## config.mk

```make
export PLATFORM = sky130hd
export DESIGN_NAME = wsc_power_ctrl
export DESIGN_NICKNAME = d
export VERILOG_FILES = /design/src/include/wsc_pkg.sv /design/src/core/wsc_break_tx.sv /design/src/core/wsc_otp_mem.sv /design/src/core/wsc_power_ctrl.sv
export SDC_FILE = /design/constraint.sdc
export NUM_CORES = 1
export LEC_CHECK = 0
export BUFFER_PORTS_ARGS = -buffer_cell sky130_fd_sc_hd__buf_2
export CORE_ASPECT_RATIO = 0.9
export CORE_MARGIN = 2
export CORE_UTILIZATION = 40
export DETAILED_ROUTE_END_ITERATION = 12
export GPL_ROUTABILITY_DRIVEN = 0
export PLACE_DENSITY = 0.54
export SLEW_MARGIN = 10
export SYNTH_ARGS = -nofsm -noshare
export SYNTH_HDL_FRONTEND = slang
export SYNTH_SLANG_ARGS = --single-unit
```

## constraint.sdc

```tcl
create_clock -name clk_sys -period 8 [get_ports clk_sys]
set_input_delay 1.6 -clock clk_sys [delete_from_list [all_inputs] [get_ports clk_sys]]
set_output_delay 1.6 -clock clk_sys [all_outputs]
set_load 0.02 [all_outputs]
```

## src/include/wsc_pkg.sv

```systemverilog
`default_nettype none
package wsc_pkg;
   // Clock
   localparam int unsigned CLK_MHZ = 125;
   localparam int unsigned CLK_HZ = CLK_MHZ * 1000000;
   // Times in their own units
   localparam int unsigned DEGLITCH_US = 10;
   localparam int unsigned POR_REL_US = 20;
   localparam int unsigned WAKE_US = 160;
   localparam int unsigned SLP_WAIT_US = 4;
   localparam int unsigned ASLEEP_MS = 600;
   localparam int unsigned EEW_US = 1800;
   localparam int unsigned SRST_MAX_US = 30;
   localparam int unsigned BIT_RATE_X1_HZ = 5780;
   localparam int unsigned BRK_NUM = 1391;
   localparam int unsigned BRK_DEN = 1000;
   // Derived cycle counts
   localparam int unsigned DEGLITCH_CYC = DEGLITCH_US * CLK_MHZ;
   localparam int unsigned POR_REL_CYC = POR_REL_US * CLK_MHZ;
   localparam int unsigned WAKE_CYC = WAKE_US * CLK_MHZ;
   localparam int unsigned SLP_WAIT_CYC = SLP_WAIT_US * CLK_MHZ;
   localparam int unsigned ASLEEP_CYC = ASLEEP_MS * 1000 * CLK_MHZ;
   localparam int unsigned EEW_CYC = EEW_US * CLK_MHZ;
   localparam int unsigned SRST_MAX_CYC = SRST_MAX_US * CLK_MHZ;
   localparam int unsigned BT_X1_CYC = CLK_HZ / BIT_RATE_X1_HZ;
   // Memory layout, byte addresses
   localparam int unsigned OTP_BYTES = 16;
   localparam logic [3:0] OTP_ADDR_CFG = 4'h0;
   localparam logic [3:0] OTP_ADDR_TRIM = 4'h1;
   localparam logic [3:0] OTP_GRP1_LO = 4'h2;
   localparam logic [3:0] OTP_GRP1_HI = 4'h9;
   localparam logic [3:0] OTP_GRP0_LO = 4'hA;
   localparam logic [3:0] OTP_GRP0_HI = 4'hD;
   localparam logic [7:0] OTP_ERASED = 8'h00;
   // Default configuration byte fields
   localparam int unsigned CFG_LOCK0_BIT = 0;
   localparam int unsigned CFG_LOCK1_BIT = 1;
   localparam int unsigned CFG_AUTO_SLEEP_ENABLE_BIT = 2;
   localparam int unsigned CFG_EINT_BIT = 3;
   localparam int unsigned CFG_SPD_LSB = 4;
   localparam int unsigned CFG_DAB_LSB = 6;
   // Speed codes: multiplier 0.5, 1, 2, 4
   typedef enum logic [1:0] {
      SPD_HALF = 2'h0,
      SPD_X1 = 2'h1,
      SPD_X2 = 2'h2,
      SPD_X4 = 2'h3
   } wsc_speed_type;
   // One-hot power states
   typedef enum logic [7:0] {
      ST_SLEEP = 8'h01,
      ST_WAKE = 8'h02,
      ST_FETCH = 8'h04,
      ST_WAIT_RDY = 8'h08,
      ST_BREAK = 8'h10,
      ST_IDLE = 8'h20,
      ST_OTP_WR = 8'h40,
      ST_SLP_WAIT = 8'h80
   } wsc_state_type;
   // Scale a x1 count by the speed code
   function automatic logic [31:0] wsc_scale(input logic [31:0] x1, input logic [1:0] spd);
      case (spd)
         SPD_HALF: wsc_scale = {x1[30:0], 1'b0};
         SPD_X1: wsc_scale = x1;
         SPD_X2: wsc_scale = {1'b0, x1[31:1]};
         default: wsc_scale = {2'b00, x1[31:2]};
      endcase
   endfunction
endpackage
`default_nettype wire

```

## src/core/wsc_break_tx.sv

```systemverilog
`default_nettype none
module wsc_break_tx
   import wsc_pkg::*;
#(
   parameter int unsigned BT_CYC = BT_X1_CYC
)(
   // Clock and reset
   input wire logic clk_sys,
   input wire logic rst,
   // Control
   input wire logic start,
   input wire logic [1:0] speed,
   // Line drive and status
   output logic pull_low_q,
   output logic done_q
);
   localparam logic [31:0] BRK_X1_CYC = 32'((64'(BT_CYC) * BRK_NUM) / BRK_DEN);
   logic [31:0] len;
   logic [31:0] cnt_q;
   assign len = wsc_scale(BRK_X1_CYC, speed);
   always_ff @(posedge clk_sys) begin
      if (rst) begin
         pull_low_q <= 1'b0;
         done_q <= 1'b0;
         cnt_q <= 32'h0;
      end else begin
         done_q <= 1'b0;
         if (start && !pull_low_q) begin
            pull_low_q <= 1'b1;
            cnt_q <= 32'h1;
         end else if (pull_low_q) begin
            cnt_q <= cnt_q + 32'h1;
            if (cnt_q >= len) begin
               pull_low_q <= 1'b0;
               done_q <= 1'b1;
            end
         end
      end
   end
   property p_brk_len;
      @(posedge clk_sys) disable iff (rst)
         pull_low_q |=> pull_low_q == ($past(cnt_q) < $past(len));
   endproperty
   a_brk_len: assert property (p_brk_len) else $error("break width wrong");
endmodule // wsc_break_tx
`default_nettype wire

```

## src/core/wsc_otp_mem.sv

```systemverilog
`default_nettype none
module wsc_otp_mem
   import wsc_pkg::*;
(
   // Clock and reset
   input wire logic clk_sys,
   input wire logic rst,
   // Pair write, even address
   input wire logic wr_en,
   input wire logic [2:0] wr_pair,
   input wire logic [15:0] wr_data,
   // Configuration read
   output logic [7:0] cfg_byte,
   output logic [7:0] trim_byte
);
   logic [7:0] mem_q [OTP_BYTES];
   logic [3:0] lo_addr;
   logic grp1_hit;
   logic grp0_hit;
   logic wr_ok;
   assign lo_addr = {wr_pair, 1'b0};
   assign grp1_hit = (lo_addr >= OTP_GRP1_LO) && (lo_addr <= OTP_GRP1_HI);
   assign grp0_hit = (lo_addr >= OTP_GRP0_LO) && (lo_addr <= OTP_GRP0_HI);
   assign wr_ok = wr_en && !(grp1_hit && mem_q[OTP_ADDR_CFG][CFG_LOCK1_BIT])
                  && !(grp0_hit && mem_q[OTP_ADDR_CFG][CFG_LOCK0_BIT]);
   assign cfg_byte = mem_q[OTP_ADDR_CFG];
   assign trim_byte = mem_q[OTP_ADDR_TRIM];
   // Storage; trim byte is read-only so its half of a write is dropped
   always_ff @(posedge clk_sys) begin
      if (rst) begin
         for (int i = 0; i < OTP_BYTES; i++) begin
            mem_q[i] <= OTP_ERASED;
         end
      end else if (wr_ok) begin
         mem_q[lo_addr] <= wr_data[7:0];
         if (lo_addr != OTP_ADDR_CFG) begin
            mem_q[lo_addr + 4'h1] <= wr_data[15:8];
         end
      end
   end
endmodule // wsc_otp_mem
`default_nettype wire

```

## src/core/wsc_power_ctrl.sv

```systemverilog
`default_nettype none
module wsc_power_ctrl
   import wsc_pkg::*;
#(
   parameter int unsigned WAKE_CYC_P = WAKE_CYC,
   parameter int unsigned ASLEEP_CYC_P = ASLEEP_CYC,
   parameter int unsigned EEW_CYC_P = EEW_CYC,
   parameter int unsigned BT_CYC_P = BT_X1_CYC
)(
   // Clock and reset
   input wire logic clk_sys,
   input wire logic rst,
   // Single-wire line, open drain
   input wire logic single_wire_line_i,
   output logic single_wire_line_o,
   output logic single_wire_line_oe,
   // Events from the frame decoder
   input wire logic sleep_op,
   input wire logic soft_reset,
   input wire logic challenge_done,
   input wire logic otp_wr_en,
   input wire logic [2:0] otp_wr_pair,
   input wire logic [15:0] otp_wr_data,
   // Auto-sleep control bit write
   input wire logic auto_sleep_wr,
   input wire logic auto_sleep_val,
   // State towards the rest of the chip
   output logic regulator_on_q,
   output logic logic_reset_q,
   output logic bus_ready_q,
   output logic line_rx_q,
   output logic hash_start_q,
   output logic auth_ready_q,
   output logic auto_sleep_enable_q,
   output logic [7:0] master_control_reg_q,
   output logic [7:0] status_reg_q,
   output logic [1:0] dev_address_q,
   output logic [1:0] speed_q
);
   wsc_state_type state_q;
   wsc_state_type state_d;
   logic [31:0] cnt_q;
   logic [31:0] cnt_d;
   logic [31:0] idle_q;
   logic [31:0] bt_cnt_q;
   logic line_prev_q;
   logic srst_q;
   logic fetch_q;
   logic brk_start;
   logic brk_low;
   logic brk_done;
   logic line_fall;
   logic line_edge;
   logic [7:0] cfg_byte;
   logic [7:0] trim_byte;
   logic drive_low_q;
   logic bt_tick;
   logic [31:0] bt_len;
   logic auto_sleep_enable_hit;
   logic cnt_keep;

   // Configuration storage
   wsc_otp_mem u_otp (
      .clk_sys(clk_sys),
      .rst(rst),
      .wr_en(otp_wr_en && state_q == ST_IDLE),
      .wr_pair(otp_wr_pair),
      .wr_data(otp_wr_data),
      .cfg_byte(cfg_byte),
      .trim_byte()
   );

   // Break generator
   wsc_break_tx #(
      .BT_CYC(BT_CYC_P)
   ) u_brk (
      .clk_sys(clk_sys),
      .rst(rst),
      .start(brk_start),
      .speed(speed_q),
      .pull_low_q(brk_low),
      .done_q(brk_done)
   );

   // Edge detection on the sampled line
   assign line_fall = line_prev_q && !single_wire_line_i;
   assign line_edge = line_prev_q != single_wire_line_i;
   assign brk_start = (state_q == ST_BREAK) && !brk_low && !brk_done;
   assign bt_len = wsc_scale(32'(BT_CYC_P), speed_q);
   assign bt_tick = bt_cnt_q >= bt_len - 32'h1;
   assign auto_sleep_enable_hit = auto_sleep_enable_q && (idle_q >= 32'(ASLEEP_CYC_P) - 32'h1);
   // timing runs on from the fall through wake and fetch
   // Wake and fetch keep the deglitch count, so release is measured from the host fall
   assign cnt_keep = state_d == state_q || state_d == ST_WAKE || state_d == ST_FETCH || state_d == ST_BREAK;

   // Next-state logic
   always_comb begin
      state_d = state_q;
      cnt_d = cnt_q + 32'h1;
      case (state_q)
         ST_SLEEP: begin
            cnt_d = 32'h0;
            // low must last the deglitch time
            if (!single_wire_line_i && (line_fall || cnt_q != 32'h0)) begin
               cnt_d = cnt_q + 32'h1;
               if (cnt_q >= 32'(DEGLITCH_CYC) - 32'h1) begin
                  state_d = ST_WAKE;
               end
            end
         end
         ST_WAKE: begin
            if (cnt_q >= 32'(POR_REL_CYC) - 32'h1) begin
               state_d = ST_FETCH;
            end
         end
         ST_FETCH: begin
            if (fetch_q) begin
               state_d = srst_q ? ST_BREAK : ST_WAIT_RDY;
            end
         end
         ST_WAIT_RDY: begin
            if (cnt_q >= 32'(WAKE_CYC_P) - 32'h1) begin
               state_d = ST_BREAK;
            end
         end
         ST_BREAK: begin
            if (brk_done) begin
               state_d = ST_IDLE;
            end
         end
         ST_IDLE: begin
            cnt_d = 32'h0;
            if (soft_reset) begin
               state_d = ST_FETCH;
            end else if (sleep_op) begin
               state_d = ST_SLP_WAIT;
            end else if (otp_wr_en) begin
               state_d = ST_OTP_WR;
            end else if (auto_sleep_enable_hit) begin
               state_d = ST_SLEEP;
            end
         end
         ST_OTP_WR: begin
            if (cnt_q >= 32'(EEW_CYC_P) - 32'h1) begin
               state_d = ST_IDLE;
            end
         end
         ST_SLP_WAIT: begin
            if (cnt_q >= 32'(SLP_WAIT_CYC) - 32'h1) begin
               state_d = ST_SLEEP;
               cnt_d = 32'h0;
            end
         end
         default: begin
            state_d = ST_SLEEP;
            cnt_d = 32'h0;
         end
      endcase
   end

   // State and timer; all delays counted on clk_sys
   always_ff @(posedge clk_sys) begin
      if (rst) begin
         state_q <= ST_SLEEP;
         cnt_q <= 32'h0;
      end else begin
         state_q <= state_d;
         cnt_q <= cnt_keep ? cnt_d : 32'h0;
      end
   end

   // Fetch sequencing: one cycle to present the bytes, one to load them
   always_ff @(posedge clk_sys) begin
      if (rst) begin
         fetch_q <= 1'b0;
         srst_q <= 1'b0;
      end else begin
         fetch_q <= (state_q == ST_FETCH) && !fetch_q;
         if (state_q == ST_IDLE && soft_reset) begin
            srst_q <= 1'b1;
         end else if (state_q == ST_SLEEP || state_q == ST_WAKE) begin
            srst_q <= 1'b0;
         end
      end
   end

   always_ff @(posedge clk_sys) begin
      if (rst) begin
         master_control_reg_q <= 8'h00;
         status_reg_q <= 8'h00;
         dev_address_q <= 2'h0;
         speed_q <= 2'h1;
         auto_sleep_enable_q <= 1'b0;
      end else if (state_q == ST_FETCH && fetch_q) begin
         master_control_reg_q <= cfg_byte;
         status_reg_q <= {4'h0, cfg_byte[CFG_EINT_BIT], cfg_byte[CFG_AUTO_SLEEP_ENABLE_BIT],
                          cfg_byte[CFG_LOCK1_BIT], cfg_byte[CFG_LOCK0_BIT]};
         dev_address_q <= cfg_byte[CFG_DAB_LSB +: 2];
         speed_q <= cfg_byte[CFG_SPD_LSB +: 2];
         auto_sleep_enable_q <= cfg_byte[CFG_AUTO_SLEEP_ENABLE_BIT];
      end else if (auto_sleep_wr && state_q == ST_IDLE) begin
         // Software may clear the enable, and set it only where the configuration grants it
         auto_sleep_enable_q <= auto_sleep_val && cfg_byte[CFG_AUTO_SLEEP_ENABLE_BIT];
         master_control_reg_q[CFG_AUTO_SLEEP_ENABLE_BIT] <= auto_sleep_val && cfg_byte[CFG_AUTO_SLEEP_ENABLE_BIT];
      end
   end

   always_ff @(posedge clk_sys) begin
      if (rst) begin
         regulator_on_q <= 1'b0;
         logic_reset_q <= 1'b1;
         bus_ready_q <= 1'b0;
      end else begin
         regulator_on_q <= state_d != ST_SLEEP;
         logic_reset_q <= state_d == ST_SLEEP || state_d == ST_WAKE;
         bus_ready_q <= state_d == ST_IDLE;
      end
   end

   // idle counter, cleared by any line edge
   always_ff @(posedge clk_sys) begin
      if (rst) begin
         idle_q <= 32'h0;
         // Idle level of the pulled-up line, so no false edge follows reset
         line_prev_q <= 1'b1;
      end else begin
         line_prev_q <= single_wire_line_i;
         if (line_edge || state_q != ST_IDLE) begin
            idle_q <= 32'h0;
         end else if (!auto_sleep_enable_hit) begin
            idle_q <= idle_q + 32'h1;
         end
      end
   end

   // hash start, and result ready one bit-time later, held while idle
   always_ff @(posedge clk_sys) begin
      if (rst) begin
         hash_start_q <= 1'b0;
         auth_ready_q <= 1'b0;
         bt_cnt_q <= 32'h0;
      end else begin
         hash_start_q <= challenge_done && state_q == ST_IDLE;
         if (hash_start_q) begin
            bt_cnt_q <= 32'h1;
            auth_ready_q <= 1'b0;
         end else if (bt_cnt_q != 32'h0) begin
            bt_cnt_q <= bt_tick ? 32'h0 : bt_cnt_q + 32'h1;
            auth_ready_q <= bt_tick;
         end else if (state_q != ST_IDLE) begin
            auth_ready_q <= 1'b0;
         end
      end
   end

   always_ff @(posedge clk_sys) begin
      if (rst) begin
         line_rx_q <= 1'b1;
         drive_low_q <= 1'b0;
      end else begin
         // While idle every low pulse is handed on as a bit, however narrow
         line_rx_q <= (state_q == ST_IDLE) ? single_wire_line_i : 1'b1;
         drive_low_q <= 1'b0;
      end
   end
   assign single_wire_line_o = drive_low_q;
   // enable high only while pulling low
   assign single_wire_line_oe = brk_low;

   // no wake without a low line
   property p_stay_asleep;
      @(posedge clk_sys) disable iff (rst)
         (state_q == ST_SLEEP && single_wire_line_i) |=> state_q == ST_SLEEP;
   endproperty
   a_stay_asleep: assert property (p_stay_asleep) else $error("woke with line high");

   property p_deglitch;
      @(posedge clk_sys) disable iff (rst)
         (state_q == ST_SLEEP && line_fall) ##1 single_wire_line_i |-> ##1 state_q == ST_SLEEP;
   endproperty
   a_deglitch: assert property (p_deglitch) else $error("glitch woke block");

   property p_por_release;
      @(posedge clk_sys) disable iff (rst)
         (state_q == ST_WAKE && state_d == ST_FETCH) |-> cnt_q == 32'(POR_REL_CYC) - 32'h1;
   endproperty
   a_por_release: assert property (p_por_release) else $error("reset release off");

   property p_fetch_first;
      @(posedge clk_sys) disable iff (rst)
         state_q == ST_FETCH |=> !bus_ready_q;
   endproperty
   a_fetch_first: assert property (p_fetch_first) else $error("ready before fetch");

   // ready break time from the start of the ready wait
   property p_wake_time;
      @(posedge clk_sys) disable iff (rst)
         (state_q == ST_WAIT_RDY && state_d == ST_BREAK) |-> ##2 brk_low && cnt_q == 32'(WAKE_CYC_P) + 32'h1;
   endproperty
   a_wake_time: assert property (p_wake_time) else $error("ready break late");

   // regulator kept on after sleep opcode
   property p_slp_hold;
      @(posedge clk_sys) disable iff (rst)
         (state_q == ST_SLP_WAIT && state_d == ST_SLEEP) |-> cnt_q >= 32'(SLP_WAIT_CYC) - 32'h1 && regulator_on_q;
   endproperty
   a_slp_hold: assert property (p_slp_hold) else $error("regulator cut early");

   property p_srst_break;
      @(posedge clk_sys) disable iff (rst)
         (state_q == ST_IDLE && soft_reset) |-> ##[1:8] brk_low;
   endproperty
   a_srst_break: assert property (p_srst_break) else $error("soft reset break late");

   // hash starts right after the challenge
   property p_hash_start;
      @(posedge clk_sys) disable iff (rst)
         (challenge_done && state_q == ST_IDLE) |=> hash_start_q;
   endproperty
   a_hash_start: assert property (p_hash_start) else $error("hash start missing");

   property p_otp_busy;
      @(posedge clk_sys) disable iff (rst)
         (state_q == ST_OTP_WR && state_d == ST_IDLE) |-> cnt_q == 32'(EEW_CYC_P) - 32'h1;
   endproperty
   a_otp_busy: assert property (p_otp_busy) else $error("write busy time off");

   property p_drive_awake;
      @(posedge clk_sys) disable iff (rst)
         single_wire_line_oe |-> regulator_on_q && !single_wire_line_o;
   endproperty
   a_drive_awake: assert property (p_drive_awake) else $error("drive while asleep");
endmodule // wsc_power_ctrl
`default_nettype wire

```

==> flow_summary.json, run 1 <==
{
  "power.share.sequential_pct": 52.1,
  "die_area_mm2": 0.02143,
  "critPathCaptureType": "register",
  "wl_per_cell_um": 13.44,
  "min_path_type": "reg -> reg",
  "combPwrFrac_pct": 1.5,
  "drive_above_1_share_pct": 10.93,
  "maxSlewHeadroom_pct": 18.09,
  "status": "finished, final reports clean",
  "timing.max_cap.violations": 0,
  "core-area_mm2": 0.01993,
  "cts.sinks": 165,
  "ys_top_cells_by_count": "157 x dfxtp_1, 134 x nor2_1, 85 x nand2_1, 69 x xor2_1, 42 x ha_1",
  "io_pins": 57,
  "placed_cells": 1211,
  "ir_drop_v": 0.0001133,
  "worstSkewPairLatency_ps": 420,
  "via_count": 6235,
  "cp-start-kind": "register",
  "ys_seq_elements": 165,
  "cts_tree": "done",
  "setup_viol": 0,
  "fp.dieW_um": 154.1,
  "min_period_over_period_pct": 41.79,
  "post_cts_buffers": 0,
  "power.switching_uw": 365.5,
  "nNetsFinal": 1045,
  "synth_top_area_cell": "dfxtp_1",
  "grt_overflow": 0,
  "path_clk_slew_ps": 70,
  "wl_um": 16710,
  "p_per_area_mw_per_mm2": 176.8,
  "worstMarginPinSlew_ps": 1217,
  "yosysUniqueCellTypes": 65,
  "place.port_buffers": 43,
  "viasPerCell": 5.016,
  "grt_pass1_wl_um": 28900,
  "synth-seq-area-share_pct": 41.72,
  "synth_cells": 929,
  "htreeDepth": 4,
  "hold_viol": 0,
  "diodes": 0,
  "clk_path_buf_depth": 2,
  "dieHeight_um": 139.1,
  "yosys_warnings": 0,
  "finalWorstPathRequiredPeriod_ps": 3343,
  "cts_hold_buf": 0,
  "hpwl_um": 12060,
  "synth_top_area_share_pct": 38.75,
  "syn_avg_cell_area_um2": 8.730,
  "drtIter0Drc": 320,
  "ant_nets": 0,
  "antenna_found_initial": 0,
  "async_flop_share_pct": 0,
  "ys.flop_type": "dfxtp_1",
  "cp_max_fo": 31,
  "intPower_uw": 1240,
  "rsz0062_at_grt": "no",
  "synth_edf_count": 8,
  "firstDrtPassIters": 5,
  "cts_buffers": 17,
  "yosysMostFrequentCell": "dfxtp_1",
  "grt_pass1_vias": 5864,
  "grt_max_degree": 33,
  "area_delta_synth_final_pct": 11.91,
  "ctsResizeCount": 0,
  "whs_ps": 459.8,
  "power.leakage_uw": 0.003567,
  "syn_area_mm2": 0.008110,
  "cts_root_buf": "clkbuf_16",
  "gr-usage-all-layers_pct": 16.39,
  "instances_no_fill": 1243,
  "num_rows": 49,
  "worstSetupPathType": "reg -> reg",
  "drc": 0,
  "slew_violations": 0,
  "setup-tns-final_ps": 0,
  "required_ps": 8300,
  "start_util_pct": 40.70,
  "clock_power_share_pct": 46.4,
  "switching_share_pct": 22.77,
  "synthTopCellsByArea": "dfxtp_1 39%, xor2_1 7.5%, ha_1 6.5%",
  "max_freq_ghz": 0.2991,
  "skew_ps": 9.295,
  "critPathArrivalTime_ps": 3650
}
==> placed cells by master, fill, tap and decap left out, types with 17 or more instances in the layout <==
cell type  count
nand2_1       85
xnor2_1       32
conb_1        20
dfxtp_1      157
nor4_1        23
o21ai_0       17
inv_1         28
and3_1        33
ha_1          42
buf_2         43
a21oi_1       33
xor2_1        69
clkbuf_16     17
nand3_1       40
nand4_1       31
nor2_1       134
==> power groups by stage <==
| stage | logic, µW | registers [µW] | clock network [µW] |
|---|---|---|---|
| floorplan | 16.7 | 854 | 0 |
| global placement | 24.8 | 854 | 0 |
| detailed placement | 24.7 | 854 | 0 |
| CTS | 24.7 | 836 | 770 |
| global route | 27.4 | 836 | 801 |
| finish | 24.4 | 836 | 745 |
==> path summary, 6_finish.rpt <==
| path | from | depth (start not counted) | endpoint | slack [ps] |
|---|---|---|---|---|
| worst max-delay path | cnt_q[0] | 10 | cnt_q[8] | 4660 |
| worst min-delay path | status_reg_q[2] | 2 | status_reg_q[2] | 460 |
| worst max register to register | cnt_q[0] | 10 | cnt_q[8] | 4660 |
| worst min register to register | status_reg_q[2] | 2 | status_reg_q[2] | 460 |
==> kinds of logic after synthesis <==
logic type	share of synthesized area, %
other	0.04624
buffers and inverters	4.150
flip-flops	41.72
AO/OA/AOI/OAI	8.254
AND/OR/NAND/NOR	28.32
adder cells (fa/ha/maj)	6.479
XOR/XNOR	10.91
multiplexers	0.1234
==> stage by stage <==
stage	total power (µW)	setup slack, ps	util (%)	area (µm²)
floorplan	870.8	5060	-	8182
global placement	879.0	4469	42.86	8539
detailed placement	879.0	4422	42.86	8539
CTS	1631	4608	45.53	9072
global route	1664	4321	45.55	9076
finish	1605	4657	45.55	9076
==> flip-flops by register name, indices dropped and copies added, names as in the netlist, 8 cells and up <==
| signal | count |
|---|---|
| bt_cnt_q | 32 |
| cnt_q | 32 |
| idle_q | 32 |
| u_brk.cnt_q | 32 |
| master_control_reg_q | 8 |
| state_q | 8 |
| u_otp.mem_q | 8 |
==> final cells by class <==
cell class / instances / area (µm²)
Fill cell: 1990 / 10850
Multi-Input combinational cell: 714 / 4476
Sequential cell: 165 / 3383
Clock buffer: 18 / 429.2
Tap cell: 255 / 319.1
Timing Repair Buffer: 49 / 260.3
Inverter: 28 / 105.1
Clock inverter: 14 / 103.9
==> routing by layer <==
layer / vias up / GRT usage, % / wire length, µm
li1: 3301 / - / -
met1: 2854 / 24.01 / 8923
met2: 72 / 24.31 / 7171
met3: 8 / 3.781 / 510
met4: 0 / 4.083 / 102
met5: - / 0 / 0
==> critical path: stages (launching register included) <==
cell and delay (ps):
dfxtp_1 430, ha_1 300, a211oi_1 110, o21ba_2 220, o311ai_1 620, o2111ai_1 200, o31ai_1 530, nand3_1 200
o21bai_2 140, buf_4 360, nor2_1 90
(Power assumes the default switching activity.)
==> run 2: changes to the inputs <==
ABC_AREA = 1   (was default)
PLACE_DENSITY = 0.56   (was 0.54)
clock period = 2.9 ns   (was 8 ns; I/O delays follow)
==> flow_summary.json, run 2 <==
{
  "crit_family": "compound AO/OA/AOI/OAI gates",
  "fill_cells": 2306,
  "worstMarginPinSlew_ps": 573.3,
  "grt_pass1_vias": 7668,
  "max_freq_ghz": 0.3843,
  "dieHeight_um": 147.2,
  "fp.dieW_um": 163.1,
  "post_cts_buffers": 0,
  "cts_tree": "done",
  "crit_buf_inv": 3,
  "maxSlewHeadroom_pct": 61.43,
  "power.switching_uw": 1096,
  "antenna_found_initial": 0,
  "async_flop_share_pct": 0,
  "grt_pass1_wl_um": 36530,
  "cp.depth": 14,
  "drive_above_1_share_pct": 12.09,
  "skew_ps": 15.90,
  "cts_buffers": 17,
  "p_per_area_mw_per_mm2": 457.2,
  "ys_top_cells_by_count": "238 x nand2_1, 179 x inv_1, 178 x nor2_1, 157 x dfxtp_1, 73 x nand3_1",
  "timing.max_cap.violations": 0,
  "viasPerCell": 4.880,
  "required_ps": 3250,
  "diodes": 0,
  "power.leakage_uw": 0.004236,
  "min_period_over_period_pct": 89.73,
  "grt_max_degree": 33,
  "slowest_delay_ps": 360,
  "drtIter0Drc": 472,
  "layout_common_cells": "238 x nand2_1, 178 x inv_1, 178 x nor2_1, 157 x dfxtp_1, 73 x nand3_1",
  "synth-seq-area-share_pct": 37.12,
  "start_util_pct": 40.60,
  "syn_avg_cell_area_um2": 7.016,
  "synth_top_area_share_pct": 34.49,
  "finalWorstPathRequiredPeriod_ps": 2602,
  "core-area_mm2": 0.02245,
  "syn_area_mm2": 0.009114,
  "final_common_cell": "nand2_1",
  "wl_um": 21350,
  "critPathCaptureType": "register",
  "path_clk_slew_ps": 70,
  "hold_viol": 0,
  "area_delta_synth_final_pct": 13.19,
  "grt_overflow": 0,
  "ys_seq_elements": 165,
  "combPwrFrac_pct": 2.1,
  "rsz0062_at_grt": "no",
  "gr-usage-all-layers_pct": 18.53,
  "yosys_warnings": 0,
  "reg2reg_slack_ps": 300,
  "nNetsFinal": 1438,
  "synthAdderAreaFrac_pct": 5.766,
  "wl_per_cell_um": 12.72,
  "intPower_uw": 3620,
  "worstSetupPathType": "reg -> reg",
  "status": "finished, final reports clean",
  "synth_top_area_cell": "dfxtp_1",
  "synth_top_family_by_area": "simple AND/OR/NAND/NOR gates",
  "r2r_cells": 14,
  "yosysUniqueCellTypes": 49,
  "synth_cells": 1299,
  "num_rows": 52,
  "fin_area_mm2": 0.01032,
  "clock_power_share_pct": 49.1,
  "worstSkewPairLatency_ps": 430,
  "cts_hold_buf": 0,
  "switching_share_pct": 23.25,
  "synth-compound-area-share_pct": 9.239,
  "synthMuxAreaShare_pct": 0,
  "io_pins": 57,
  "min_delay_path_depth": 2,
  "power.share.sequential_pct": 48.8,
  "synth-xor-area-share_pct": 3.364,
  "cp_common_cell": "nand2_1",
  "setup-tns-final_ps": 0,
  "htreeDepth": 4,
  "die_area_mm2": 0.02401,
  "cp-start-kind": "register",
  "yosysMostFrequentCell": "nand2_1",
  "drc": 0,
  "synth-simple-area-share_pct": 34.51,
  "cts_root_buf": "clkbuf_16",
  "crit_chain": "inv_1, ha_1, inv_2, ha_1, nand2_1, nor2_1, a211oi_1, o21ai_0, a21oi_1, o211ai_1, nand2_1, nand2_1, buf_4, nor3b_1",
  "critPathArrivalTime_ps": 2950,
  "synthTopCellsByArea": "dfxtp_1 34%, nand2_1 9.8%, inv_1 7.4%",
  "slew_violations": 0,
  "placed_area_mm2": 0.009726,
  "cts.sinks": 165,
  "ys.flop_type": "dfxtp_1",
  "ant_nets": 0,
  "min_path_type": "in -> reg",
  "utilization_pct": 45.96,
  "cp_max_fo": 15,
  "clk_path_buf_depth": 2,
  "place.port_buffers": 43,
  "ir_drop_v": 0.0003801,
  "firstDrtPassIters": 4,
  "setup_viol": 0,
  "via_count": 8188,
  "hpwl_um": 16080,
  "synth_edf_count": 8,
  "crit_slowest_cell": "dfxtp_1"
}
run 2: cell count changes in the layout (fill, tap and decap cells not counted), sizes merged, moves of 13 or more:
cell	change
nand3	+35
and3	-31
o21ai	+35
nor3	+44
nand2	+159
inv	+168
and2	-13
xor2	-44
nor2	+74
a21oi	+37
xnor2	-22
run 2: stage by stage:
| step | power (µW) | std cells | worst slack (ps) | hold WS (ps) |
|---|---|---|---|---|
| 2_1_floorplan | 2421 | 1318 | 357.6 | 434.5 |
| 3_3_place_gp | 2454 | 1646 | 318.1 | 451.6 |
| 3_5_place_dp | 2454 | 1646 | 251.0 | 454.8 |
| 4_1_cts | 4788 | 1678 | 239.5 | 398.2 |
| 5_1_grt | 4899 | 1678 | 59.44 | 396.4 |
| 6_report | 4716 | 1678 | 297.9 | 411.5 |
run 2: cells by family after synthesis:
family                   after synthesis
AND/OR/NAND/NOR                      681
flip-flops                           165
adder cells (fa/ha/maj)               42
AO/OA/AOI/OAI                        154
XOR/XNOR                              35
buffers and inverters                221
other                                  1
run 2: layout make-up:
class	count	area, µm²	share of cell area (%)
multi-input cells	932	4895	47.45
flip-flops and latches	165	3383	32.80
well taps	297	371.6	3.602
clock inverters	15	165.2	1.601
inverters	192	720.7	6.986
clock buffers	17	425.4	4.124
repair buffers	60	355.3	3.445
run 2: worst paths after layout:
path                  start      endpoint
max              speed_q[0]   bt_cnt_q[4]
min          challenge_done  hash_start_q
max reg2reg      speed_q[0]   bt_cnt_q[4]
min reg2reg       idle_q[5]     idle_q[5]
run 2: routing by layer:
metal	global-route usage [%]	wire length [µm]
met3	3.529	643
met5	0	0
met1	26.40	10990
met2	28.92	9521
met4	4.513	193
run 2: what timing repair did:
item / CTS / global route
endpoints found under the setup margin: 0 / 7
resized for setup: 0 / 1
hold endpoints to repair: 0 / 0
run 2: power groups by stage:
stage	Clock, µW	Combinational (µW)	Sequential (µW)
after CTS	2390	99.4	2300
final	2320	97.8	2300
after global routing	2490	110	2300
after global placement	0	99.2	2360
after floorplan	0	66.7	2350
after detailed placement	0	99.1	2360
==> run 3: changes to the inputs <==
PLACE_DENSITY = 0.55   (was 0.56)
SLEW_MARGIN = default   (was 10)
SYNTH_HIERARCHICAL = 1   (was default)
==> flow_summary.json, run 3 <==
{
  "status": "finished, final reports clean",
  "cts_hold_buf": 0,
  "path_clk_slew_ps": 70,
  "finalWorstPathRequiredPeriod_ps": 2577,
  "antenna_found_initial": 0,
  "cp-start-kind": "register",
  "p_per_area_mw_per_mm2": 426.9,
  "use_met2_pct": 28.76,
  "htreeDepth": 4,
  "grt_pass1_wl_um": 37140,
  "setup-tns-final_ps": 0,
  "hold_viol": 0,
  "maxSlewHeadroom_pct": 55.71,
  "critPathCaptureType": "register",
  "wl_per_cell_um": 12.38,
  "start_util_pct": 41.04,
  "hold_end": "hash_start_q",
  "worstSetupPathType": "reg -> reg",
  "clock_power_share_pct": 47.6,
  "power.share.sequential_pct": 49.8,
  "num_rows": 53,
  "switching_share_pct": 24.83,
  "intPower_uw": 3475,
  "grt_max_degree": 29,
  "setup_viol": 0,
  "layout_common_cells": "260 x nand2_1, 211 x nor2_1, 194 x inv_1, 157 x dfxtp_1, 100 x nand3_1",
  "rr_startpoint": "cnt_q[19]",
  "place.port_buffers": 43,
  "firstDrtPassIters": 5,
  "ant_nets": 0,
  "syn_avg_cell_area_um2": 7.021,
  "fin_area_mm2": 0.01083,
  "viasPerCell": 4.797,
  "gr-usage-all-layers_pct": 18.02,
  "use_met1_pct": 25.17,
  "skew_ps": 13.34,
  "min_path_type": "in -> reg",
  "io_pins": 57,
  "required_ps": 3210,
  "synth_cells": 1376,
  "r2r-end": "cnt_q[31]",
  "area_delta_synth_final_pct": 12.11,
  "wl_um": 21790,
  "worstSkewPairLatency_ps": 440,
  "nNetsFinal": 1516,
  "drive_above_1_share_pct": 13.37,
  "max_freq_ghz": 0.3880,
  "clk_path_buf_depth": 2,
  "drtIter0Drc": 475,
  "core-area_mm2": 0.02354,
  "placed_cells": 1728,
  "power.leakage_uw": 0.004540,
  "cp_max_fo": 23,
  "hpwl_um": 16590,
  "dieHeight_um": 151.4,
  "final_common_cell": "nand2_1",
  "grt_overflow": 0,
  "grt_busiest_layer": "met2",
  "critPathArrivalTime_ps": 2890,
  "min_delay_path_depth": 3,
  "cts.sinks": 165,
  "worstMarginPinSlew_ps": 663.6,
  "diodes": 0,
  "via_count": 8442,
  "power.switching_uw": 1148,
  "grt_pass1_vias": 7774,
  "post-place-ws_ps": 332.3,
  "fp.dieW_um": 167.8,
  "syn_area_mm2": 0.009661,
  "ir_drop_v": 0.0003951,
  "r2r_cells": 12,
  "timing.max_cap.violations": 0,
  "combPwrFrac_pct": 2.5,
  "instances_no_fill": 1760,
  "fill_cells": 2402,
  "yosys_warnings": 6,
  "min_period_over_period_pct": 88.87,
  "whs_ps": 366.8,
  "met3_usage_pct": 3.684,
  "fin_ws_ps": 322.9,
  "placed_area_mm2": 0.01026,
  "cts_root_buf": "clkbuf_16",
  "drc": 0,
  "cts_buffers": 17,
  "die_area_mm2": 0.02541,
  "cts_tree": "done",
  "reg2reg_slack_ps": 320,
  "rsz0062_at_grt": "no",
  "min-delay-start": "challenge_done",
  "slew_violations": 0
}
-- run 3: worst max-delay path by stage --
stage / start / end / slack, ps / cells past startpoint
6_report: cnt_q[19] / cnt_q[31] / 320 / 12
5_1_grt: cnt_q[0] / cnt_q[31] / 5 / 17
4_1_cts: cnt_q[7] / cnt_q[31] / 290 / 11
3_3_place_gp: single_wire_line_i / cnt_q[31] / 330 / 15
3_5_place_dp: cnt_q[19] / cnt_q[31] / 330 / 12
2_1_floorplan: master_control_reg_q[5] / bt_cnt_q[16] / 480 / 14
-- run 3: per-stage QoR --
| stage | utilization (%) | total power, µW |
|---|---|---|
| global route | 46.01 | 4805 |
| finish | 46.01 | 4623 |
| global placement | 43.57 | 2475 |
| CTS | 45.97 | 4701 |
| detailed placement | 43.57 | 2474 |
| floorplan | - | 2439 |
-- run 3: cell type report --
| class | count | area (µm²) | area share [%] |
|---|---|---|---|
| Multi-Input combinational cell | 994 | 5358 | 49.47 |
| Sequential cell | 165 | 3383 | 31.24 |
| Inverter | 208 | 785.8 | 7.255 |
| Clock buffer | 18 | 429.2 | 3.963 |
| Tap cell | 302 | 377.9 | 3.489 |
| Timing Repair Buffer | 59 | 360.3 | 3.327 |
| Clock inverter | 14 | 136.4 | 1.259 |
-- run 3: worst max-delay path, cell delays in order (launching register included) --
cell and delay (ps):
dfxtp_1 360, or2_1 250, nor2_2 180, nand3_2 170, a311oi_2 320, o21ai_1 140
or2_1 250, nor2_1 120, nand2_1 60, o21bai_4 180, nand2_4 70, buf_12 270
nor2_1 60
-- run 3: power groups by stage --
stage / Combinational [µW] / Sequential, µW / Clock, µW
floorplan: 84.3 / 2350 / 0
global placement: 119 / 2360 / 0
detailed placement: 119 / 2360 / 0
CTS: 119 / 2300 / 2280
global route: 130 / 2300 / 2370
finish: 117 / 2300 / 2200
-- run 3: per-layer routing --
metal,routed length (µm),up-vias
met5,0,-
met4,150,0
met3,748,11
met2,9510,135
met1,11390,3730
li1,-,4566
-- run 3: timing repair --
action	4_1_cts	5_1_grt
endpoints found under the setup margin	0	1
buffers inserted	0	0
endpoints found under the hold margin	0	0
resized for setup	0	1
